### src/sbcd_pkg.sv
// Contract
// (RQ1) host disposes of a null message by clearing or reading it
// (RQ2) receive store pointer never advances onto the fetch pointer slot
// (RQ3) data after last writable slot overwrites it and sets rx_overrun_flag
// (RQ4) reading the receive buffer clears rx_overrun_flag
// (RQ5) host checks rx_overrun_flag before servicing the receive buffer
// (RQ6) first byte 0x01-0x1B or 0x95-0x9B accesses a register
// (RQ7) command 0x20 resets transmit buffer and clears both slot indexes
// (RQ8) 0x91 reads from fetch pointer, advancing per byte, not past message end
// (RQ9) 0x93 restarts at oldest unread message, not advancing into next one
// (RQ10) 0xB0-0xBC advance fill_slot_index, then write the new load queue; the code acts on even codes only, odd ones are ignored
// (RQ11) the advance happens even without data bytes
// (RQ12) even code selects start location, writes continue through location 6
// (RQ13) data bytes beyond location 6 are ignored
// (RQ14) 0xC0-0xCA write current load queue without changing fill_slot_index; the code acts on even codes only, odd ones are ignored
// (RQ15) fill and send slot indexes are two-bit counters wrapping 3 to 0
// (RQ16) advance on full transmit buffer is suppressed and sets tx_overrun_flag
// (RQ17) receive buffer empty when fetch is one below store; reads return zero
// (RQ18) undecoded command bytes make the whole transaction inert
package sbcd_pkg;
    localparam logic [7:0] CMD_TX_CLEAR = 8'h20;
    localparam logic [7:0] CMD_RX_READ = 8'h91;
    localparam logic [7:0] CMD_RX_READ_NEXT = 8'h93;
    localparam logic [7:0] CMD_REG_LO_A = 8'h01;
    localparam logic [7:0] CMD_REG_HI_A = 8'h1B;
    localparam logic [7:0] CMD_REG_LO_B = 8'h95;
    localparam logic [7:0] CMD_REG_HI_B = 8'h9B;
    localparam logic [7:0] CMD_ADV_LO = 8'hB0;
    localparam logic [7:0] CMD_ADV_HI = 8'hBC;
    localparam logic [7:0] CMD_WR_LO = 8'hC0;
    localparam logic [7:0] CMD_WR_HI = 8'hCA;
    localparam int RX_DEPTH = 62;
    localparam logic [5:0] RX_FETCH_RST = 6'h00;
    localparam logic [5:0] RX_STORE_RST = 6'h01;
    localparam logic [5:0] RX_MSG_RST = 6'h00;
    localparam logic [5:0] RX_LAST_IDX = 6'h3D;
    localparam logic [7:0] RX_EMPTY_BYTE = 8'h00;
    localparam logic [2:0] TX_LAST_LOC = 3'h6;
    localparam logic [2:0] TX_PAST_LOC = 3'h7;
    localparam logic [7:0] TX_DEFAULT_BYTE = 8'h00;
    localparam logic [1:0] SLOT_RST = 2'h0;
    localparam int FIFO_DEPTH = 16;

    typedef struct packed {
        logic last;
        logic [7:0] data;
    } sbcd_rx_word_t;

    typedef enum logic [2:0] {
        SBCD_CMD, SBCD_REG_RD, SBCD_REG_WR, SBCD_RX_RD, SBCD_TX_WR, SBCD_IGNORE
    } sbcd_mode_t;
endpackage : sbcd_pkg

### src/sbcd_top.sv
module sbcd_fifo #(
    parameter int W = 9,
    parameter int D = 16
) (
    input wire logic clk_sys, // core clock
    input wire logic nrst, // async reset, active low
    input wire logic [W-1:0] in_data, // write word
    input wire logic in_valid, // write request
    output logic in_ready, // room for a word
    output logic [W-1:0] out_data, // head word
    output logic out_valid, // head word present
    input wire logic out_ready // head word taken
);
    localparam int AW = $clog2(D);
    logic [W-1:0] mem_reg [D];
    logic [AW-1:0] wp_reg, rp_reg;
    logic [AW:0] cnt_reg, cnt_next;
    logic in_fire, out_fire;

    if (D < 2) begin : g_chk
        $error("fifo depth below 2");
    end

    assign in_fire = in_valid && in_ready;
    assign out_fire = out_valid && out_ready;
    assign out_data = mem_reg[rp_reg];
    assign out_valid = cnt_reg != '0;
    assign cnt_next = cnt_reg + (AW+1)'(in_fire) - (AW+1)'(out_fire);

    always_ff @(posedge clk_sys) begin
        if (in_fire) begin
            mem_reg[wp_reg] <= in_data;
        end
    end

    always_ff @(posedge clk_sys or negedge nrst) begin
        if (!nrst) begin
            wp_reg <= '0;
            rp_reg <= '0;
            cnt_reg <= '0;
            in_ready <= 1'b1;
        end else begin
            if (in_fire) begin
                wp_reg <= (wp_reg == AW'(D-1)) ? '0 : wp_reg + AW'(1);
            end
            if (out_fire) begin
                rp_reg <= (rp_reg == AW'(D-1)) ? '0 : rp_reg + AW'(1);
            end
            cnt_reg <= cnt_next;
            in_ready <= cnt_next != (AW+1)'(D);
        end
    end
endmodule : sbcd_fifo

module sbcd_top (
    input wire logic clk_sys, // core clock
    input wire logic nrst, // async reset, active low
    input wire logic spi_sclk, // spi clock pin, mode 0
    input wire logic spi_cs_n, // spi select pin
    input wire logic spi_mosi, // spi data in
    output logic spi_miso, // spi data out
    output logic spi_miso_oe_n, // low while driving miso
    input wire sbcd_pkg::sbcd_rx_word_t rx_in, // received byte from uart
    input wire logic rx_in_valid, // received byte present
    output logic rx_in_ready, // fifo room
    input wire logic tx_done_stb, // uart finished sending a queue
    input wire logic [2:0] tx_rd_loc, // uart fetch location
    output logic [7:0] tx_rd_data, // byte of the send queue
    output logic [7:0] reg_addr, // register command byte
    output logic [7:0] reg_wr_data, // register write byte
    output logic reg_wr_stb, // register write pulse
    input wire logic [7:0] reg_rd_data, // register read byte
    output logic reg_rd_stb, // register byte fetched
    output logic [1:0] fill_slot_index, // load queue index
    output logic [1:0] send_slot_index, // send queue index
    output logic tx_overrun_flag, // advance refused on full
    output logic rx_overrun_flag, // receive overwrite happened
    output logic [5:0] rx_fetch_ptr, // receive read pointer
    output logic [5:0] rx_store_ptr, // receive write pointer
    output logic [5:0] rx_msg_start_ptr // oldest unread message
);

    logic [2:0] pin_s1_reg, pin_s2_reg;
    logic sclk_d_reg, cs_d_reg;
    logic [2:0] bit_cnt_reg;
    logic [6:0] in_sh_reg;
    logic [7:0] out_sh_reg;
    logic load_req_reg, msg_done_reg, last_filled_reg;
    logic [2:0] tx_loc_reg;
    sbcd_pkg::sbcd_mode_t mode_reg;
    sbcd_pkg::sbcd_rx_word_t rx_mem_reg [sbcd_pkg::RX_DEPTH];
    logic [7:0] txq_reg [4][7];
    sbcd_pkg::sbcd_rx_word_t fifo_word;
    logic fifo_valid, fifo_ready, store_fire;
    logic sclk_s, cs_n_s, mosi_s, rise, fall, byte_done, cmd_done, data_done;
    logic [7:0] byte_in, peek;
    logic [5:0] fetch_inc, store_inc;
    logic rx_empty, tx_full, tx_empty, consume;
    logic cmd_clear, cmd_adv, cmd_adv_ok, cmd_wr, cmd_rd, cmd_rd_next, cmd_reg;

    function automatic logic [5:0] rx_inc(input logic [5:0] p);
        return (p == sbcd_pkg::RX_LAST_IDX) ? 6'h00 : p + 6'h01;
    endfunction : rx_inc

    sbcd_fifo #(.W($bits(sbcd_pkg::sbcd_rx_word_t)), .D(sbcd_pkg::FIFO_DEPTH)) u_fifo (
        .clk_sys(clk_sys),
        .nrst(nrst),
        .in_data(rx_in),
        .in_valid(rx_in_valid),
        .in_ready(rx_in_ready),
        .out_data(fifo_word),
        .out_valid(fifo_valid),
        .out_ready(fifo_ready)
    );

    // pin synchronisers, stage two is the first one logic reads
    always_ff @(posedge clk_sys or negedge nrst) begin
        if (!nrst) begin
            pin_s1_reg <= 3'h1;
            pin_s2_reg <= 3'h1;
            sclk_d_reg <= 1'b0;
            cs_d_reg <= 1'b1;
        end else begin
            pin_s1_reg <= {spi_mosi, spi_sclk, spi_cs_n};
            pin_s2_reg <= pin_s1_reg;
            sclk_d_reg <= sclk_s;
            cs_d_reg <= cs_n_s;
        end
    end

    assign cs_n_s = pin_s2_reg[0];
    assign sclk_s = pin_s2_reg[1];
    assign mosi_s = pin_s2_reg[2];
    assign rise = sclk_s && !sclk_d_reg && !cs_n_s;
    assign fall = !sclk_s && sclk_d_reg && !cs_n_s;
    assign byte_done = rise && (bit_cnt_reg == 3'h7);
    assign byte_in = {in_sh_reg, mosi_s};
    assign cmd_done = byte_done && (mode_reg == sbcd_pkg::SBCD_CMD);
    assign data_done = byte_done && (mode_reg != sbcd_pkg::SBCD_CMD);

    assign cmd_clear = cmd_done && (byte_in == sbcd_pkg::CMD_TX_CLEAR);
    assign cmd_rd = cmd_done && (byte_in == sbcd_pkg::CMD_RX_READ);
    assign cmd_rd_next = cmd_done && (byte_in == sbcd_pkg::CMD_RX_READ_NEXT);
    assign cmd_adv = cmd_done && !byte_in[0] && (byte_in >= sbcd_pkg::CMD_ADV_LO)
        && (byte_in <= sbcd_pkg::CMD_ADV_HI);
    assign cmd_wr = cmd_done && !byte_in[0] && (byte_in >= sbcd_pkg::CMD_WR_LO)
        && (byte_in <= sbcd_pkg::CMD_WR_HI);
    assign cmd_reg = cmd_done && (((byte_in >= sbcd_pkg::CMD_REG_LO_A)
        && (byte_in <= sbcd_pkg::CMD_REG_HI_A)) || ((byte_in >= sbcd_pkg::CMD_REG_LO_B)
        && (byte_in <= sbcd_pkg::CMD_REG_HI_B))); // RQ6

    assign fetch_inc = rx_inc(rx_fetch_ptr);
    assign store_inc = rx_inc(rx_store_ptr);
    assign rx_empty = (fetch_inc == rx_store_ptr); // RQ17
    assign peek = (rx_empty || msg_done_reg) ? sbcd_pkg::RX_EMPTY_BYTE
        : rx_mem_reg[fetch_inc].data; // RQ17
    assign consume = data_done && (mode_reg == sbcd_pkg::SBCD_RX_RD) && !rx_empty
        && !msg_done_reg;
    assign fifo_ready = !consume;
    assign store_fire = fifo_valid && fifo_ready;
    assign tx_empty = (fill_slot_index == send_slot_index);
    assign tx_full = ((fill_slot_index + 2'h1) == send_slot_index);
    assign cmd_adv_ok = cmd_adv && !tx_full;

    // serial framing and command decode
    always_ff @(posedge clk_sys or negedge nrst) begin
        if (!nrst) begin
            bit_cnt_reg <= 3'h0;
            in_sh_reg <= 7'h00;
            mode_reg <= sbcd_pkg::SBCD_CMD;
            reg_addr <= 8'h00;
        end else if (cs_n_s) begin
            bit_cnt_reg <= 3'h0;
            mode_reg <= sbcd_pkg::SBCD_CMD;
        end else if (rise) begin
            bit_cnt_reg <= bit_cnt_reg + 3'h1;
            in_sh_reg <= byte_in[6:0];
            if (cmd_done) begin
                reg_addr <= byte_in;
                if (cmd_reg) begin
                    mode_reg <= byte_in[0] ? sbcd_pkg::SBCD_REG_RD : sbcd_pkg::SBCD_REG_WR;
                end else if (cmd_rd || cmd_rd_next) begin
                    mode_reg <= sbcd_pkg::SBCD_RX_RD;
                end else if (cmd_adv || cmd_wr) begin
                    mode_reg <= sbcd_pkg::SBCD_TX_WR;
                end else begin
                    mode_reg <= sbcd_pkg::SBCD_IGNORE; // RQ18
                end
            end
        end
    end

    // miso shifter, next byte loaded one cycle after a byte ends
    always_ff @(posedge clk_sys or negedge nrst) begin
        if (!nrst) begin
            load_req_reg <= 1'b0;
            out_sh_reg <= 8'h00;
            spi_miso <= 1'b0;
            spi_miso_oe_n <= 1'b1;
            reg_rd_stb <= 1'b0;
        end else begin
            load_req_reg <= byte_done;
            reg_rd_stb <= 1'b0;
            if (cs_n_s && !cs_d_reg) begin
                out_sh_reg <= 8'h00;
            end else if (load_req_reg) begin
                unique case (mode_reg)
                    sbcd_pkg::SBCD_RX_RD: out_sh_reg <= peek;
                    sbcd_pkg::SBCD_REG_RD: begin
                        out_sh_reg <= reg_rd_data;
                        reg_rd_stb <= 1'b1;
                    end
                    sbcd_pkg::SBCD_CMD, sbcd_pkg::SBCD_REG_WR, sbcd_pkg::SBCD_TX_WR,
                    sbcd_pkg::SBCD_IGNORE: out_sh_reg <= 8'h00;
                endcase
            end else if (fall && (bit_cnt_reg != 3'h0)) begin
                out_sh_reg <= {out_sh_reg[6:0], 1'b0};
            end
            spi_miso <= out_sh_reg[7];
            spi_miso_oe_n <= cs_n_s;
        end
    end

    always_ff @(posedge clk_sys or negedge nrst) begin
        if (!nrst) begin
            reg_wr_data <= 8'h00;
            reg_wr_stb <= 1'b0;
        end else begin
            reg_wr_stb <= data_done && (mode_reg == sbcd_pkg::SBCD_REG_WR); // RQ6
            if (data_done) begin
                reg_wr_data <= byte_in;
            end
        end
    end

    // receive fetch side
    always_ff @(posedge clk_sys or negedge nrst) begin
        if (!nrst) begin
            rx_fetch_ptr <= sbcd_pkg::RX_FETCH_RST;
            rx_msg_start_ptr <= sbcd_pkg::RX_MSG_RST;
            msg_done_reg <= 1'b0;
        end else if (cmd_done) begin
            msg_done_reg <= 1'b0;
            if (cmd_rd_next) begin
                rx_fetch_ptr <= rx_msg_start_ptr; // RQ9
            end
        end else if (consume) begin
            rx_fetch_ptr <= fetch_inc; // RQ8
            if (rx_mem_reg[fetch_inc].last) begin
                msg_done_reg <= 1'b1; // RQ8 RQ9
                rx_msg_start_ptr <= fetch_inc;
            end
        end
    end

    // receive store side and overflow policy
    always_ff @(posedge clk_sys or negedge nrst) begin
        if (!nrst) begin
            rx_store_ptr <= sbcd_pkg::RX_STORE_RST;
            last_filled_reg <= 1'b0;
            rx_overrun_flag <= 1'b0;
        end else begin
            if (store_fire) begin
                if (store_inc != rx_fetch_ptr) begin
                    rx_store_ptr <= store_inc; // RQ2
                end else begin
                    last_filled_reg <= 1'b1;
                end
                if (last_filled_reg) begin
                    rx_overrun_flag <= 1'b1; // RQ3
                end
            end else if (consume) begin
                rx_overrun_flag <= 1'b0; // RQ4
                if (last_filled_reg) begin
                    rx_store_ptr <= store_inc;
                    last_filled_reg <= 1'b0;
                end
            end
        end
    end

    always_ff @(posedge clk_sys or negedge nrst) begin
        if (!nrst) begin
            for (int i = 0; i < sbcd_pkg::RX_DEPTH; i++) begin
                rx_mem_reg[i] <= '0;
            end
        end else if (store_fire) begin
            rx_mem_reg[rx_store_ptr] <= fifo_word; // RQ3
        end else if (consume) begin
            rx_mem_reg[fetch_inc] <= '0;
        end
    end

    // transmit slot indexes
    always_ff @(posedge clk_sys or negedge nrst) begin
        if (!nrst) begin
            fill_slot_index <= sbcd_pkg::SLOT_RST;
            send_slot_index <= sbcd_pkg::SLOT_RST;
            tx_overrun_flag <= 1'b0;
        end else if (cmd_clear) begin
            fill_slot_index <= sbcd_pkg::SLOT_RST; // RQ7
            send_slot_index <= sbcd_pkg::SLOT_RST;
            tx_overrun_flag <= 1'b0;
        end else begin
            if (cmd_adv_ok) begin
                fill_slot_index <= fill_slot_index + 2'h1; // RQ10 RQ11 RQ15
            end else if (cmd_adv) begin
                tx_overrun_flag <= 1'b1; // RQ16
            end
            if (tx_done_stb && !tx_empty) begin
                send_slot_index <= send_slot_index + 2'h1; // RQ15
            end
        end
    end

    // load queue storage
    always_ff @(posedge clk_sys or negedge nrst) begin
        if (!nrst) begin
            tx_loc_reg <= 3'h0;
            tx_rd_data <= 8'h00;
            for (int q = 0; q < 4; q++) begin
                for (int l = 0; l < 7; l++) begin
                    txq_reg[q][l] <= sbcd_pkg::TX_DEFAULT_BYTE;
                end
            end
        end else begin
            tx_rd_data <= (tx_rd_loc > sbcd_pkg::TX_LAST_LOC) ? 8'h00
                : txq_reg[send_slot_index][tx_rd_loc];
            if (cmd_clear) begin
                for (int q = 0; q < 4; q++) begin
                    for (int l = 0; l < 7; l++) begin
                        txq_reg[q][l] <= sbcd_pkg::TX_DEFAULT_BYTE; // RQ7
                    end
                end
            end else begin
                if (tx_done_stb && !tx_empty) begin
                    for (int l = 0; l < 7; l++) begin
                        txq_reg[send_slot_index][l] <= sbcd_pkg::TX_DEFAULT_BYTE;
                    end
                end
                if (cmd_adv || cmd_wr) begin
                    tx_loc_reg <= byte_in[3:1]; // RQ12 RQ14
                end else if (data_done && (mode_reg == sbcd_pkg::SBCD_TX_WR)
                        && (tx_loc_reg <= sbcd_pkg::TX_LAST_LOC)) begin // RQ13
                    txq_reg[fill_slot_index][tx_loc_reg] <= byte_in; // RQ10 RQ12
                    tx_loc_reg <= tx_loc_reg + 3'h1;
                end
            end
        end
    end
endmodule : sbcd_top

### config.mk
export PLATFORM = sky130hd
export DESIGN_NAME = sbcd_top
export DESIGN_NICKNAME = d
export VERILOG_FILES = /design/src/sbcd_pkg.sv /design/src/sbcd_top.sv
export SDC_FILE = /design/constraint.sdc
export NUM_CORES = 2
export LEC_CHECK = 0
export BUFFER_PORTS_ARGS = -buffer_cell sky130_fd_sc_hd__buf_2
export CAP_MARGIN = 30
export CORE_MARGIN = 5
export CORE_UTILIZATION = 55
export DETAILED_ROUTE_END_ITERATION = 10
export GPL_ROUTABILITY_DRIVEN = 0
export PLACE_DENSITY = 0.69
export SLEW_MARGIN = 15
export SYNTH_ARGS = -nofsm -noshare
export SYNTH_HDL_FRONTEND = slang
export SYNTH_HIERARCHICAL = 1
export SYNTH_SLANG_ARGS = --single-unit
### constraint.sdc
create_clock -name clk_sys -period 7.8 [get_ports clk_sys]
set_input_delay 1.56 -clock clk_sys [delete_from_list [all_inputs] [get_ports clk_sys]]
set_output_delay 1.56 -clock clk_sys [all_outputs]
set_load 0.005 [all_outputs]
==> results.yml <==
detailed_routing:
  wl_met3_mm: 21.6
  highest_layer: "met5"
  wl_per_cell_um: 29.3
  ant_nets: 0
  finalWirelength_mm: 188
  viasPerCell: 7.20
  wl_met2_mm: 82.2
  vias: 46200
  wl_met1_mm: 69.8
  drtPass1Iterations: 10
  first_iter_violations: 7595
  drcViolationCount: 0
power:
  p_per_area_mw_per_mm2: 368
  finalPower_w: 0.0214
  p_leak_nw: 24.0
  peakVddDrop_uv: 378
sta:
  drv_slew: 0
  hold_viol_final: 0
  maxSlewHeadroom_pct: 13.0
  post-route-min-period_ns: 5.50
  setup_viol: 0
  timing.final.crit_share_pct: 70.5
  rsz0062_at_grt: "no"
  max_clock_freq_mhz: 182
  finalClockSkew_ns: 0.0313
  tightestPinTransition_ns: 1.31
  tns_ns: 0
floorplan:
  floorplan.initialDensity_pct: 55.2
  core_area_mm2: 0.0963
  die_w_um: 321
  dieHeight_um: 321
  dieArea_mm2: 0.103
  rows: 114
  io-pin-count: 80
yosys:
  syn_area_per_cell_um2: 10.2
  synth_seq_area_share_pct: 49.7
  syn_nets: 5271
  synth.distinct_cells: 117
  synth-edff-count: 144
  synth_top_flop_cell: "dfrtp_1"
  ys_async_sr_fraction_pct: 86.0
  syn-cell-area_mm2: 0.0531
  ys_seq_elements: 1026
  syn_inst: 5215
  ys_warn_count: 6
place:
  numPortBuffers: 79
  dpl.hpwl_mm: 113
grt:
  antenna_found_initial: 5
  grt_first_pass_wirelength_mm: 281
  first_global_vias: 43900
  grt_max_degree: 230
  track_usage_pct: 35.2
  grt_remaining_overflow: 0
clock_tree:
  cts_buffers: 110
  insertion_delay_ns: 0.72
  h-tree-depth: 3
  cts_hold_buffers: 0
  root_buffer: "clkbuf_16"
  postCtsResizedCells: 0
  clock_path_buffers: 3
  tritoncts: "yes"
  cts_setup_buffers: 0
  cts.sinks: 1026
  cts.reportedPaths.clkPinSlew_ns: 0.06
critical_path:
  critPathRequiredTime_ns: 8.43
  worstPathArrival_ns: 6.12
  worst_setup_path_end_kind: "flop"
  start_kind: "flop"
  worst-setup-path-type: "flop to flop"
  crit_fanout: 114
finish:
  largest_reg_flops: 558
  final_common_cell: "dfrtp_1"
  nets: 5099
  n_antenna_cell: 0
  area.growth.synth_to_final_pct: 9.37
  mostFrequentLayoutCells: "dfrtp_1 (871), nand3_1 (766), nand2_1 (476), a21oi_1 (400), o22ai_1 (251)"
  drive_above_1_share_pct: 14.2
flow_run:
  max_cap_viol_count: 0
min_path:
  min_path_type: "flop to flop"
run_status:
  status: "finished, final reports clean"
## synth_stat cells (11+ instances only)
cell	number	area, µm²
dfrtp_1	877	21900
nand3_1	766	3830
nand2_1	481	1810
a21oi_1	401	2010
clkbuf_1	256	961
o22ai_1	251	1570
inv_1	179	672
nand4_1	176	1100
o211ai_1	170	1280
nor2_1	152	571
edfxtp_1	144	4320
buf_2	135	676
mux4_2	95	2140
a21o_1	87	653
mux2i_1	87	871
o2bb2ai_1	86	753
a22o_1	73	639
a31o_2	59	517
mux2_2	58	653
o21ai_0	41	205
nor3_1	40	200
buf_1	39	146
o221ai_1	35	307
and2_1	31	194
o31ai_1	31	233
a22oi_1	29	218
mux2i_4	29	653
ha_1	28	350
and3_1	19	119
buf_4	19	143
buf_6	18	203
nor2b_1	16	100
xnor2_1	16	140
a32oi_1	14	123
o22a_1	14	123
a31oi_1	13	81.3
a222oi_1	12	120
nand2b_1	12	75.1
a211oi_1	11	82.6
o2111ai_1	11	96.3
## per-layer routing
layer  up-vias  track usage, %
li1      19300               -
met1     22900            47.8
met2      3203            52.0
met3       793            8.16
met4         6            21.3
met5         -               0
## logic make-up after synthesis
kind of cell	after synthesis	synth area share, %
adder cells (fa/ha/maj)	29	0.697
multiplexers	272	8.21
flip-flops	1026	49.7
buffers and inverters	657	5.44
AND/OR/NAND/NOR	1789	16.9
XOR/XNOR	26	0.518
AO/OA/AOI/OAI	1416	18.6
## worst paths after layout
check / startpoint / endpoint / slack (ns) / cells past startpoint
setup / recovery: rx_fetch_ptr[0] / u_fifo/in_ready / 2.30 / 17
hold / removal: pin_s1_reg[2] / pin_s2_reg[2] / 0.35 / 0
setup reg to reg: rx_fetch_ptr[0] / u_fifo/in_ready / 2.30 / 17
hold reg to reg: pin_s1_reg[2] / pin_s2_reg[2] / 0.35 / 0
max in group asynchronous: nrst / txq_reg[158] / 5.42 / 2
min in group asynchronous: nrst / rx_mem_reg[541] / 0.88 / 1
## report_power, final
group	internal, W	switching, W
clock network	0.00335	0.00231
registers	0.00715	0.00138
logic	0.00262	0.00459
## critical path: stages, from the launching register on
cell and delay, ns:
dfrtp_4 0.74, ha_2 0.67, a21oi_1 0.16, o21a_1 0.28
o22ai_1 0.20, nand4_2 0.24, o21a_4 0.40, inv_16 0.46
and2_4 0.30, ha_1 0.23, inv_1 0.06, ha_1 0.16
inv_1 0.06, fa_1 0.39, nand2b_1 0.16, a21oi_1 0.18
nor3_1 0.08, or4_1 0.50
## layout make-up
cell class | count | area (µm²)
clock buffers | 149 | 3130
clock inverters | 57 | 778
fillers | 7891 | 38200
inverters | 186 | 719
multi-input cells | 3532 | 24100
flip-flops and latches | 1026 | 26400
well taps | 1276 | 1600
repair buffers | 187 | 1380
## stage by stage
step | hold slack, ns | area, µm² | util, % | setup slack [ns] | instances
after CTS | 0.356 | 58100 | 60.3 | 2.43 | 6411
after global placement | 0.335 | 54100 | 56.2 | 2.46 | 6199
after detailed placement | 0.343 | 54100 | 56.2 | 2.43 | 6205
final | 0.351 | 58100 | 60.3 | 2.30 | 6413
after global routing | 0.360 | 58100 | 60.3 | 2.17 | 6413
after floorplan | 0.331 | 53100 | - | 3.22 | 5215
Note: power is estimated with default switching activity, not from simulation.
